`src/isd_pkg.sv`:
```
// Purpose: shared constants and types for the second I2C slave controller
// Assumes: APB with 32-bit data, one register per aligned word
// Notes:   offsets are byte addresses
package isd_pkg;

  localparam logic [7:0] ISD_OFS_ADDR  = 8'h00;
  localparam logic [7:0] ISD_OFS_DATA  = 8'h04;
  localparam logic [7:0] ISD_OFS_CTRL  = 8'h08;
  localparam logic [7:0] ISD_OFS_STAT  = 8'h0C;
  localparam logic [7:0] ISD_OFS_DBGID = 8'h10;
  localparam logic [7:0] ISD_OFS_DBGEN = 8'h14;

  // control register fields
  localparam int ISD_CTL_RST   = 7;
  localparam int ISD_CTL_EADDR = 6;
  localparam int ISD_CTL_ESTOP = 5;
  localparam int ISD_CTL_ERPS  = 4;
  localparam int ISD_CTL_ETXB  = 3;
  localparam int ISD_CTL_ERCB  = 2;
  localparam int ISD_CTL_STR   = 1;
  localparam int ISD_CTL_FIL   = 0;

  // status register fields, write one to clear, except ISD_ST_XMT which is read only
  localparam int ISD_ST_ADDR  = 0;
  localparam int ISD_ST_STOP  = 1;
  localparam int ISD_ST_RPS   = 2;
  localparam int ISD_ST_TXB   = 3;
  localparam int ISD_ST_RCB   = 4;
  localparam int ISD_ST_NACK  = 5;
  localparam int ISD_ST_DBG   = 6;
  localparam int ISD_ST_XMT   = 7;

  localparam logic [7:0] ISD_RST_ADDR  = 8'h00;
  localparam logic [7:0] ISD_RST_CTRL  = 8'h00;
  localparam logic [6:0] ISD_RST_DBGID = 7'h00;

  localparam int ISD_SYNC_STAGES = 3;

  typedef struct packed {
    logic scl;
    logic sda;
  } isd_bus_s;

  typedef struct packed {
    logic addrMatch;
    logic stop;
    logic rptStart;
  } isd_evt_s;

endpackage

```
`src/isd_slave_top.sv`:
```
// Purpose: second I2C slave controller with debug port address
// Assumes: APB slave, SCL/SDA open drain, bus at most system_clock/8
// Notes:   debug command handling outside; only the debug interrupt here
//
// Contract
// - debug address match raises debug interrupt
// - debug disabled means plain addressed slave
// - address register: enable bit7, address 6:0
// - receive match sets flag, starts shifting
// - complete received byte sets receive-full flag
// - overrun without stretching answers NACK
// - overrun with stretching holds SCL until cleared
// - transmit match sets flag, loads shifter
// - shifter load sets transmit-empty flag
// - empty transmit with stretching holds SCL low; code skips the hold for the first byte read after a master NACK
// - unrefilled without stretching resends old, NACK
// - master NACK ends data, SDA released
// - filter drops spikes under half cycle
// - filter off passes inputs unfiltered
// - slave and debug coexist; stretching supported
// - direction bit one transmitting, zero receiving
// - soft reset clears machines and address
// - enables route flags onto slave interrupt
//
// The implementer's own choices: the APB register port and the register addresses.
`timescale 1ns/1ps
`default_nettype none
module isd_slave_top (
  input  wire logic        clk,      // system clock
  input  wire logic        rst_n,    // async reset, active low
  input  wire logic        psel,     // apb select
  input  wire logic        penable,  // apb enable
  input  wire logic        pwrite,   // apb direction
  input  wire logic [7:0]  paddr,    // apb byte address
  input  wire logic [31:0] pwdata,   // apb write data
  output logic      [31:0] prdata,   // apb read data
  output logic             pready,   // apb ready
  output logic             pslverr,  // apb error
  input  wire logic        sclIn,    // scl pin level
  output logic             sclOut,   // scl drive value, always 0
  output logic             sclOe,    // scl pull low
  input  wire logic        sdaIn,    // sda pin level
  output logic             sdaOut,   // sda drive value, always 0
  output logic             sdaOe,    // sda pull low
  output logic             slaveIrq, // slave controller interrupt
  output logic             debugIrq  // debug interrupt
);
  import isd_pkg::*;

  typedef enum logic [2:0] {ST_IDLE, ST_ADDR, ST_ACK, ST_RX, ST_TX, ST_TACK, ST_WAIT} isd_state_e;

  isd_bus_s   pinRaw, bus, busPrev_r;
  isd_state_e state_r;
  logic [7:0] addrReg_r, ctrlReg_r, txBuf_r, rxBuf_r, shift_r;
  logic [6:0] dbgId_r;
  logic       dbgEn_r;
  logic [3:0] bitCnt_r;
  logic       fAddr_r, fStop_r, fRps_r, fTxb_r, fRcb_r, fNack_r, fDbg_r, xmt_r;
  logic       inFrame_r, nackPend_r, ovr_r, stretch_r, sdaDrv_r;
  logic       wrEn, rdEn, sclRise, sclFall, startCond, stopCond, softRst;
  logic       setAddr, setRcb, setTxb, setNack, setDbg, setRps, setStop;
  logic       addrHit, dbgHit;

  assign pinRaw.scl = sclIn;
  assign pinRaw.sda = sdaIn;

  isd_pin_filter u_filter (
    .clk      (clk),
    .rst_n    (rst_n),
    .filterEn (ctrlReg_r[ISD_CTL_FIL]),
    .pinIn    (pinRaw),
    .busOut   (bus)
  );

  // apb decode; access phase completes in one cycle
  assign wrEn    = psel && penable && pwrite;
  assign rdEn    = psel && penable && !pwrite;
  assign softRst = ctrlReg_r[ISD_CTL_RST];

  always_ff @(posedge clk or negedge rst_n) begin
    if (!rst_n) busPrev_r <= '1;
    else        busPrev_r <= bus;
  end

  assign sclRise   = bus.scl && !busPrev_r.scl;
  assign sclFall   = !bus.scl && busPrev_r.scl;
  assign startCond = bus.scl && busPrev_r.scl && !bus.sda && busPrev_r.sda;
  assign stopCond  = bus.scl && busPrev_r.scl && bus.sda && !busPrev_r.sda;

  // both addresses compared at once so slave and debug uses coexist
  assign addrHit = addrReg_r[7] && (shift_r[7:1] == addrReg_r[6:0]);
  assign dbgHit  = dbgEn_r && (shift_r[7:1] == dbgId_r);

  // protocol engine
  always_ff @(posedge clk or negedge rst_n) begin
    if (!rst_n) begin
      state_r    <= ST_IDLE;
      bitCnt_r   <= 4'h0;
      shift_r    <= 8'h00;
      rxBuf_r    <= 8'h00;
      xmt_r      <= 1'b0;
      inFrame_r  <= 1'b0;
      sdaDrv_r   <= 1'b0;
      ovr_r      <= 1'b0;
      stretch_r  <= 1'b0;
    end else if (softRst) begin
      state_r    <= ST_IDLE;
      bitCnt_r   <= 4'h0;
      xmt_r      <= 1'b0;
      inFrame_r  <= 1'b0;
      sdaDrv_r   <= 1'b0;
      ovr_r      <= 1'b0;
      stretch_r  <= 1'b0;
    end else if (startCond) begin
      state_r   <= ST_ADDR;
      bitCnt_r  <= 4'h0;
      inFrame_r <= 1'b1;
      sdaDrv_r  <= 1'b0;
      stretch_r <= 1'b0;
    end else if (stopCond) begin
      state_r   <= ST_IDLE;
      inFrame_r <= 1'b0;
      sdaDrv_r  <= 1'b0;
      stretch_r <= 1'b0;
      xmt_r     <= 1'b0;
    end else begin
      case (state_r)
        ST_IDLE: begin
          sdaDrv_r <= 1'b0;
        end
        ST_ADDR, ST_RX: begin
          if (sclRise) begin
            shift_r  <= {shift_r[6:0], bus.sda};
            bitCnt_r <= bitCnt_r + 4'h1;
          end else if (sclFall && bitCnt_r == 4'h8) begin
            bitCnt_r <= 4'h0;
            if (state_r == ST_ADDR) begin
              if (addrHit || dbgHit) begin
                sdaDrv_r <= 1'b1;
                xmt_r    <= shift_r[0];
                state_r  <= ST_ACK;
              end else begin
                state_r <= ST_IDLE;
              end
            end else if (fRcb_r && ctrlReg_r[ISD_CTL_STR]) begin
              stretch_r <= 1'b1;
              ovr_r     <= 1'b1;
              state_r   <= ST_WAIT;
            end else begin
              sdaDrv_r <= !fRcb_r;
              if (!fRcb_r) rxBuf_r <= shift_r;
              state_r  <= ST_ACK;
            end
          end
        end
        ST_WAIT: begin
          // held until software drains the receive buffer
          if (!fRcb_r) begin
            rxBuf_r   <= shift_r;
            sdaDrv_r  <= 1'b1;
            stretch_r <= 1'b0;
            state_r   <= ST_ACK;
          end
        end
        ST_ACK: begin
          // overrun hold ends a cycle after the ack drive: sda settles before scl rises
          ovr_r <= 1'b0;
          if (sclFall) begin
            sdaDrv_r <= 1'b0;
            if (xmt_r) begin
              if (fTxb_r && ctrlReg_r[ISD_CTL_STR] && !nackPend_r) begin
                stretch_r <= 1'b1;
              end else begin
                shift_r  <= txBuf_r;
                sdaDrv_r <= !txBuf_r[7];
                bitCnt_r <= 4'h1;
                state_r  <= ST_TX;
              end
            end else begin
              state_r <= ST_RX;
            end
          end else if (stretch_r && !fTxb_r) begin
            stretch_r <= 1'b0;
            shift_r   <= txBuf_r;
            sdaDrv_r  <= !txBuf_r[7];
            bitCnt_r  <= 4'h1;
            state_r   <= ST_TX;
          end
        end
        ST_TX: begin
          if (sclFall) begin
            if (bitCnt_r == 4'h8) begin
              sdaDrv_r <= 1'b0;
              state_r  <= ST_TACK;
            end else begin
              shift_r  <= {shift_r[6:0], 1'b0};
              sdaDrv_r <= !shift_r[6];
              bitCnt_r <= bitCnt_r + 4'h1;
            end
          end
        end
        ST_TACK: begin
          if (sclRise) begin
            if (bus.sda) begin
              state_r <= ST_IDLE;
            end else begin
              state_r <= ST_ACK;
            end
          end
        end
        default: state_r <= ST_IDLE;
      endcase
    end
  end

  // flag event terms
  assign setAddr = !softRst && state_r == ST_ADDR && sclFall && bitCnt_r == 4'h8
                   && addrHit && !dbgHit;
  assign setDbg  = !softRst && state_r == ST_ADDR && sclFall && bitCnt_r == 4'h8
                   && dbgHit;
  assign setRcb  = !softRst && ((state_r == ST_RX && sclFall && bitCnt_r == 4'h8 && !fRcb_r)
                   || (state_r == ST_WAIT && !fRcb_r));
  assign setTxb  = !softRst && state_r == ST_ACK && xmt_r && !stopCond && !startCond
                   && ((sclFall && !(fTxb_r && ctrlReg_r[ISD_CTL_STR] && !nackPend_r))
                   || (stretch_r && !fTxb_r));
  assign setNack = !softRst && state_r == ST_TACK && sclRise && bus.sda;
  assign setRps  = startCond && inFrame_r && !softRst;
  assign setStop = stopCond && inFrame_r && !softRst;

  // sticky flags: set beats clear
  always_ff @(posedge clk or negedge rst_n) begin
    if (!rst_n) begin
      fAddr_r <= 1'b0;
      fStop_r <= 1'b0;
      fRps_r  <= 1'b0;
      fTxb_r  <= 1'b0;
      fRcb_r  <= 1'b0;
      fNack_r <= 1'b0;
      fDbg_r  <= 1'b0;
    end else begin
      if (wrEn && paddr == ISD_OFS_STAT) begin
        if (pwdata[ISD_ST_ADDR]) fAddr_r <= 1'b0;
        if (pwdata[ISD_ST_STOP]) fStop_r <= 1'b0;
        if (pwdata[ISD_ST_RPS])  fRps_r  <= 1'b0;
        if (pwdata[ISD_ST_TXB])  fTxb_r  <= 1'b0;
        if (pwdata[ISD_ST_RCB])  fRcb_r  <= 1'b0;
        if (pwdata[ISD_ST_NACK]) fNack_r <= 1'b0;
        if (pwdata[ISD_ST_DBG])  fDbg_r  <= 1'b0;
      end
      if (wrEn && paddr == ISD_OFS_DATA) fTxb_r <= 1'b0;
      if (rdEn && paddr == ISD_OFS_DATA) fRcb_r <= 1'b0;
      if (state_r == ST_TACK && sclRise && !bus.sda) fNack_r <= 1'b0;
      if (setAddr) fAddr_r <= 1'b1;
      if (setStop) fStop_r <= 1'b1;
      if (setRps)  fRps_r  <= 1'b1;
      if (setTxb)  fTxb_r  <= 1'b1;
      if (setRcb)  fRcb_r  <= 1'b1;
      if (setNack) fNack_r <= 1'b1;
      if (setDbg)  fDbg_r  <= 1'b1;
    end
  end

  always_ff @(posedge clk or negedge rst_n) begin
    if (!rst_n) nackPend_r <= 1'b0;
    else if (softRst) nackPend_r <= 1'b0;
    else if (setNack) nackPend_r <= 1'b1;
    else if (state_r == ST_TACK && sclRise) nackPend_r <= 1'b0;
  end

  // configuration registers
  always_ff @(posedge clk or negedge rst_n) begin
    if (!rst_n) begin
      addrReg_r <= ISD_RST_ADDR;
      ctrlReg_r <= ISD_RST_CTRL;
      txBuf_r   <= 8'h00;
      dbgId_r   <= ISD_RST_DBGID;
      dbgEn_r   <= 1'b0;
    end else begin
      if (wrEn) begin
        case (paddr)
          ISD_OFS_ADDR:  addrReg_r <= pwdata[7:0];
          ISD_OFS_DATA:  txBuf_r   <= pwdata[7:0];
          ISD_OFS_CTRL:  ctrlReg_r <= pwdata[7:0];
          ISD_OFS_DBGID: dbgId_r   <= pwdata[6:0];
          ISD_OFS_DBGEN: dbgEn_r   <= pwdata[0];
          default:       ;
        endcase
      end
      if (softRst) addrReg_r <= ISD_RST_ADDR;
    end
  end

  // apb answer, pins and interrupts all registered
  always_ff @(posedge clk or negedge rst_n) begin
    if (!rst_n) begin
      prdata   <= 32'h0000_0000;
      pready   <= 1'b0;
      pslverr  <= 1'b0;
      sclOut   <= 1'b0;
      sclOe    <= 1'b0;
      sdaOut   <= 1'b0;
      sdaOe    <= 1'b0;
      slaveIrq <= 1'b0;
      debugIrq <= 1'b0;
    end else begin
      pready  <= psel && !penable;
      pslverr <= 1'b0;
      if (psel && !penable) begin
        case (paddr)
          ISD_OFS_ADDR:  prdata <= {24'h000000, addrReg_r};
          ISD_OFS_DATA:  prdata <= {24'h000000, rxBuf_r};
          ISD_OFS_CTRL:  prdata <= {24'h000000, 7'h00, xmt_r};
          ISD_OFS_STAT:  prdata <= {24'h000000, xmt_r, fDbg_r, fNack_r, fRcb_r,
                                    fTxb_r, fRps_r, fStop_r, fAddr_r};
          ISD_OFS_DBGID: prdata <= {25'h0000000, dbgId_r};
          ISD_OFS_DBGEN: prdata <= {31'h00000000, dbgEn_r};
          default:       prdata <= 32'h0000_0000;
        endcase
        pslverr <= paddr > ISD_OFS_DBGEN || paddr[1:0] != 2'b00;
      end
      sclOut   <= 1'b0;
      sclOe    <= stretch_r || ovr_r;
      sdaOut   <= 1'b0;
      sdaOe    <= sdaDrv_r;
      slaveIrq <= (fAddr_r && ctrlReg_r[ISD_CTL_EADDR]) || (fStop_r && ctrlReg_r[ISD_CTL_ESTOP])
               || (fRps_r && ctrlReg_r[ISD_CTL_ERPS]) || (fTxb_r && ctrlReg_r[ISD_CTL_ETXB])
               || (fRcb_r && ctrlReg_r[ISD_CTL_ERCB]);
      debugIrq <= fDbg_r;
    end
  end
endmodule
`default_nettype wire

```
`src/isd_pin_filter.sv`:
```
// Purpose: three-flop sampling and optional spike filtering of SCL and SDA
// Assumes: pins are asynchronous to clk
// Notes:   with filterEn set a change counts once stages two and three agree, else at stage two
`timescale 1ns/1ps
`default_nettype none
module isd_pin_filter (
  input  wire logic            clk,        // system clock
  input  wire logic            rst_n,      // async reset, active low
  input  wire logic            filterEn,   // spike filter enable
  input  wire isd_pkg::isd_bus_s pinIn,    // raw pin levels
  output var  isd_pkg::isd_bus_s busOut    // cleaned levels
);
  import isd_pkg::*;

  isd_bus_s stg1_r, stg2_r, stg3_r;

  always_ff @(posedge clk or negedge rst_n) begin
    if (!rst_n) begin
      stg1_r <= '1;
      stg2_r <= '1;
      stg3_r <= '1;
    end else begin
      stg1_r <= pinIn;
      stg2_r <= stg1_r;
      stg3_r <= stg2_r;
    end
  end

  // filtered: accept only when two samples agree, so a sub-cycle spike is dropped
  always_ff @(posedge clk or negedge rst_n) begin
    if (!rst_n) begin
      busOut <= '1;
    end else if (!filterEn) begin
      busOut <= stg2_r;
    end else begin
      if (stg2_r.scl == stg3_r.scl) busOut.scl <= stg2_r.scl;
      if (stg2_r.sda == stg3_r.sda) busOut.sda <= stg2_r.sda;
    end
  end
endmodule
`default_nettype wire

```
`config.mk`:
```
export PLATFORM = sky130hd
export DESIGN_NAME = isd_slave_top
export DESIGN_NICKNAME = d
export VERILOG_FILES = /design/src/isd_pkg.sv /design/src/isd_slave_top.sv /design/src/isd_pin_filter.sv
export SDC_FILE = /design/constraint.sdc
export NUM_CORES = 1
export LEC_CHECK = 0
export ABC_AREA = 0
export BUFFER_PORTS_ARGS = -buffer_cell sky130_fd_sc_hd__buf_4
export CAP_MARGIN = 20
export CORE_MARGIN = 2
export CORE_UTILIZATION = 30
export DETAILED_ROUTE_END_ITERATION = 10
export PLACE_DENSITY = 0.5
export SETUP_SLACK_MARGIN = 0.4
export SYNTH_ARGS = -nofsm -noshare
export SYNTH_HDL_FRONTEND = slang
export SYNTH_SLANG_ARGS = --single-unit
export TNS_END_PERCENT = 50
```
`constraint.sdc`:
```
create_clock -name clk -period 6 [get_ports clk]
set_input_delay 0.9 -clock clk [delete_from_list [all_inputs] [get_ports clk]]
set_output_delay 0.9 -clock clk [all_outputs]
set_load 0.005 [all_outputs]
```
== Word level (Yosys, flattened, before mapping) ==
Index checks and enable logic that the tools add are counted.
Cells by class
  $add $sub $neg: 1
  magnitude comparators: 1
  equality and inequality tests: 57
  muxes and demuxes: 123
  bitwise logic cells: 3
  reductions and logical operators: 129
Operators by type and width (number)
  two-way mux 8 bit: 15
  two-way mux 1 bit: 71
  inequality test 5 bit (second input constant): 11
  logical AND 1 bit: 52
  one-hot mux 8 bit (6 select lines): 1
  two-way mux 3 bit: 15
  two-way mux 4 bit: 11
  nonzero test 3 bit: 14
  one-hot mux 8 bit (3 select lines): 1
  AND reduction 2 bit: 12
  AND reduction 8 bit: 3
  nonzero test 2 bit: 12
  inequality test 3 bit (second input constant): 7
  inequality test 2 bit (second input constant): 9
  inequality test 6 bit (second input constant): 3
  one-hot mux 3 bit (6 select lines): 1
  AND reduction 9 bit: 2
  equality test 8 x 4 -> 1 bit (second input constant): 2
  equality test 8 x 5 -> 1 bit (second input constant): 2
  zero test 1 bit: 16
  one-hot mux 8 bit (2 select lines): 1
  equality test 7 bit: 2
  inequality test 4 bit (second input constant): 3
  inequality test 6 x 5 -> 1 bit (second input constant): 2
  other kinds (28): 46
Word-level totals
  register bits: 116
  input bits: 47

== Depth between registers and ports, before layout ==
  depth after elaboration: 11
  gate-level depth with buffers: 9
  mapped depth without buffers: 8

== By module ==
From an unflattened synthesis, not the netlist that was laid out.
Second synthesis, totals
  cell total of the unflattened synthesis: 478
  area, all modules: 4822.1 um^2
By module, submodules not included
  isd_slave_top: instances 1, cells an instance 464, area an instance 4566.9 um^2
  isd_pin_filter: instances 1, cells an instance 14, area an instance 255.2 um^2

== Worst setup path after synthesis ==
Ideal clock, no wire load.
  path kind: input-to-reg
  start: input port paddr[5]
  end: register fDbg_r
  library setup time: 0.121 ns
  data arrival time: 2.414 ns
  setup slack: 3.465 ns
  stages: 7
  path buffers: 2
  cells stage by stage: or4_4 -> buf_6 -> nor4_4 -> and2_0 -> buf_4 -> nand2_1 -> a22o_1
Between the ends
  word-level cells in the longest chain between the ends: 4
Ends and longest elaborated chain
  from (decl): RTL line isd_slave_top.sv:34  | input wire logic [7:0] paddr,
  equality test 8 x 4 -> 1 bit: RTL line isd_slave_top.sv:241  | if (wrEn && paddr == ISD_OFS_STAT) begin
  logical AND 1 bit: RTL line isd_slave_top.sv:241
  nonzero test 2 bit (no line)
  AND reduction 2 bit (no line)
  to (signal assigned): RTL line isd_slave_top.sv:239  | fDbg_r <= 1'b0;
  to (signal assigned): RTL line isd_slave_top.sv:248  | if (pwdata[ISD_ST_DBG]) fDbg_r <= 1'b0;
  to (signal assigned): RTL line isd_slave_top.sv:259  | if (setDbg) fDbg_r <= 1'b1;
  to (decl): RTL line isd_slave_top.sv:58  | logic fAddr_r, fStop_r, fRps_r, fTxb_r, fRcb_r, fNack_r, fDbg_r, xmt_r;
No other way between the ends.
A chain may end at the register's enable or synchronous reset.

== Final worst setup path ==
  start: register u_filter.busOut[0] (netlist bit)
  end: register shift_r[3]
Between the ends
  word-level cells in the longest chain between the ends: 5
  elaborated cells on any way between the ends: 8
Ends and longest elaborated chain
  from (decl): RTL line isd_pin_filter.sv:11  | output var isd_pkg::isd_bus_s busOut
  from (signal assigned): RTL line isd_pin_filter.sv:34  | busOut <= stg2_r;
  zero test 1 bit: RTL line isd_slave_top.sv:87  | assign startCond = bus.scl && busPrev_r.scl && !bus.sda && busPrev_r.sda;
  logical AND 1 bit (2 in a row): RTL line isd_slave_top.sv:87
  NOT 1 bit (no line)
  AND reduction 10 bit (no line) *
  to (signal assigned): RTL line isd_slave_top.sv:133  | shift_r <= {shift_r[6:0], bus.sda};
  to (signal assigned): RTL line isd_slave_top.sv:174  | shift_r <= txBuf_r;
  to (signal assigned): RTL line isd_slave_top.sv:184  | shift_r <= txBuf_r;
  to (decl): RTL line isd_slave_top.sv:54  | logic [7:0] addrReg_r, ctrlReg_r, txBuf_r, rxBuf_r, shift_r;
Mark *: on every way between the ends. The rest lies on a longest branch, timed or not.

==> impl_summary.md <==
Timing
The minimum clock period after layout is 2605 ps. For the final routed database, the setup TNS stands at 0 ps. The max-slew violation count came to 0. At the pin with the least slew margin, the transition time is just over 800 ps. For the final database, setup skew stands at approximately 7.8 ps. The count of final hold-check violations is 0.

Setup repair after global routing left no endpoint under its margin. The fmax is about 0.38 GHz. The worst path uses ~43% of the clock period. The final worst hold slack is between 300 and 400 ps. Setup violations remaining at the end of the flow were counted as 0. The headroom to the max-slew limit is 46.31%.

Synthesis
Synthesis inferred 92 register bits. The biggest area contributor in the post-synthesis netlist is dfrtp_1. The synthesized instance count is about 490. Counting distinct cell types in the post-synthesis netlist gives 62. After synthesis, the largest area contributor takes up approximately 42% of total cell area. The sequential area share after synthesis is between 40% and 50%. The cell area after technology mapping is between 4000 and 5000 um2.

Ranked by total cell area, the synthesized netlist is headed by dfrtp_1, mux2_2, dfstp_2, mux2i_1, nand2_1. The most common cell in the synthesized netlist is dfrtp_1. Ranked by instance count, the synthesized netlist is headed by dfrtp_1, nand2_1, o21ai_0. Averaged over all synthesized cells, the footprint is around 10 um2. The predominant post-synthesis flop cell is dfrtp_1. The number of flops mapped to enable cells by yosys is 0. The Yosys step of the flow raised 0 warnings. Of all flip-flops after synthesis, the portion carrying an async set or reset was 100.0%.

Drt
After detailed routing, the number of remaining DRC violations is 0. The number of DRC markers after the initial detailed-route iteration is approximately 240. After detailed routing, the number of vias per cell comes to between 4 and 5. Once detail routing completed, the nets flagged for antenna violations numbered 0.

The routed wire length per instance is about 17 um. The total length of routed wires is about 12000 um. The final route contains approximately 3700 vias.

The total iterations of the first detailed-routing run is 5.

Clock network
Clock-pin slew was measured on the worst setup and hold paths at about 60 ps. At the later pin of the worst-skew pair, clock insertion delay measures 340 ps. The number of buffers on the longest clock path is 2. The total of hold buffers inserted after clock tree synthesis is 0. The H-tree level count is 3. The tree is rooted in a clkbuf_16. TritonCTS built the clock tree. The post-CTS resize count is 0. The number of setup buffers added after CTS is 0. The number of clock sinks is a little over 90. The clock buffer count from CTS is 9.

Finish
The number of nets in the layout is 565. The signed area change from the synthesized netlist to the final layout is 12.38%. Of the cells placed in the final design, the portion with a size suffix greater than 1 is 20.92%. The diode insertion count for antenna repair is 0.

Setup path
The critical path class is flop to flop. The worst setup path is captured at a flop. On the worst path, the slowest cell contributes a delay of 690 ps. STA puts the critical path data required time at 6200 ps. The highest net fanout along the worst path is 16. The signal on the critical path passes through xor2_1, a31oi_1, nand4_1, nand2_1, o21ai_0. The gate family responsible for the most delay along the worst path is simple AND/OR/NAND/NOR gates.

The type of element launching the critical path is a flop. The library cell contributing the largest single delay on the critical path is nand4_1. The data arrival time of the worst path is ~2800 ps.

The buffer and inverter count on the worst path is 0.

Global route
The first global-routing pass estimated 20110 um of wire. The number of antenna violations at the first check in global routing is 0. Entering global routing, the biggest net connects 63 pins.

Global routing consumed, over all layers together, around 15% of the routing resources. The via count of the first global-routing pass came to 3630. For this run the aggregate overflow at the end of global routing stands at 0.

Power
The total power consumption of the routed design is between 1.5 and 2 mW. The peak ir drop on the vdd network is around 0.14 mV. The combinational share of power is a little over a fifth.

The share of total power dissipated in the clock network is 32.0%. The power per cell area is ~290 nW/um2. Internal power comes to 1.085 mW. For this design the total switching power over the nets is roughly 0.5 mW.

The static leakage is ~2.5 nW. The sequential power share is 46.5%. Of the total power, the share spent switching nets is between 30% and 40%.

Floorplanning
The die width is ~130 um. The floorplan step set the die height to ~130 um. The region available for standard cell placement spans between 15000 and 20000 um2.

The area of the die is about 17000 um2. The total I/O pin count is 87. Once the floorplan was initialized, standard cells occupied between 30% and 40% of the core.

The floorplan has 46 rows.

Job
The count of max-cap constraint violations is 0.

Placement
Once detailed placement completed, the half-perimeter wirelength came to approximately 9000 um. At the end of routability-driven placement, the weighted congestion stood at 0.9080. Input and output buffers added on the ports amount to 36.

Status
The run finished with clean final reports.

Min path
The tightest min-delay check is of the flop to flop type.
-- metal layers --
layer / vias up / share of wire [%] / global-route usage (%)
met3: 11 / 4.9 / 3.191
met2: 117 / 46 / 22.40
li1: 1745 / - / -
met4: 0 / 1.4 / 4.659
met5: - / 0 / 0
met1: 1808 / 48 / 20.54
-- metrics by stage --
stage	area, um2	setup WS (ps)	std cells	util, %
after detailed placement	5283	3078	721	33.02
after global routing	5544	3192	737	34.65
after global placement	5283	3106	721	33.02
final	5544	3395	737	34.65
after floorplan	5027	3465	516	-
after CTS	5544	3393	737	34.65
-- cells by family (layout without fill, tap and decap cells) --
| logic type | Yosys count | count (layout) | synth area share (%) |
|---|---|---|---|
| AND/OR/NAND/NOR | 163 | 163 | 17.55 |
| AO/OA/AOI/OAI | 100 | 100 | 12.63 |
| flip-flops | 92 | 92 | 46.92 |
| buffers and inverters | 60 | 65 | 7.025 |
| multiplexers | 58 | 58 | 12.63 |
| XOR/XNOR | 15 | 15 | 2.663 |
| adder cells (fa/ha/maj) | 2 | 2 | 0.5071 |
| other | 1 | 26 | 0.07601 |
-- cell type report --
type / count / area, um2
timing repair buffer: 38 / 285.3
clock inverter: 5 / 28.78
sequential: 92 / 2315
multi-input combinational: 364 / 2371
fill: 1649 / 10460
clock buffer: 11 / 232.7
tap: 216 / 270.3
inverter: 11 / 41.29
-- state kept, by name (all words and copies together) (netlist names), 2 cells and up --
register / cells
addrReg_r: 8
bitCnt_r: 4
busPrev_r: 2
ctrlReg_r: 8
dbgId_r: 7
prdata: 8
rxBuf_r: 8
shift_r: 8
state_r: 3
txBuf_r: 8
u_filter.busOut: 2
u_filter.stg1_r: 2
u_filter.stg2_r: 2
u_filter.stg3_r: 2
-- power by group through the flow --
stage	clock [mW]	sequential (mW)	combinational (mW)
6_report	0.512	0.743	0.342
2_1_floorplan	0	0.712	0.278
4_1_cts	0.532	0.742	0.341
5_1_grt	0.566	0.750	0.378
3_3_place_gp	0	0.752	0.337
3_5_place_dp	0	0.753	0.340
-- placed cells by master, fill, tap and decap left out, types with 2 or more instances in the layout --
cell type   instances
dfrtp_1            82
o21ai_0            38
nor3_1              9
nor2_1             27
xnor2_1            14
o32ai_1             2
buf_4              38
a22o_1              2
or3_1               3
dfstp_2            10
nand4_1             8
nand3_2             3
nand4b_1            2
ha_1                2
clkbuf_16           9
clkinv_2            2
and3b_1             2
inv_1              11
o22ai_1             2
nor4_4              3
o31ai_1             4
nand2b_1           11
a22oi_1            10
conb_1             26
a21oi_1            19
nor2b_1             9
mux2i_1            24
o211ai_1            2
nand3_1            16
a31oi_1             6
or4_1               2
nand2_1            57
mux2_2             34
clkinvlp_4          2
clkbuf_1            2
-- worst register-to-register path, cell delays in order (launching register included) --
cell,delay [ps]
dfstp_2,660
xor2_1,140
a31oi_1,630
nand4_1,690
nand2_1,230
o21ai_0,110
-- path summary, 6_finish.rpt --
path	startpoint	slack, ps	endpoint	cells after the start
max	u_filter.busOut[0]$_DFFE_PN1P_	3390	shift_r[3]$_DFFE_PN0P_	5
min	u_filter.stg1_r[0]$_DFF_PN1_	360	u_filter.stg2_r[0]$_DFF_PN1_	0
max reg2reg	u_filter.busOut[0]$_DFFE_PN1P_	3390	shift_r[3]$_DFFE_PN0P_	5
min reg2reg	u_filter.stg1_r[0]$_DFF_PN1_	360	u_filter.stg2_r[0]$_DFF_PN1_	0
max in group asynchronous	rst_n	4380	fRcb_r$_DFFE_PN0P_	2
min in group asynchronous	rst_n	470	txBuf_r[3]$_DFFE_PN0P_	1
Power figures use the tool's default switching activity.
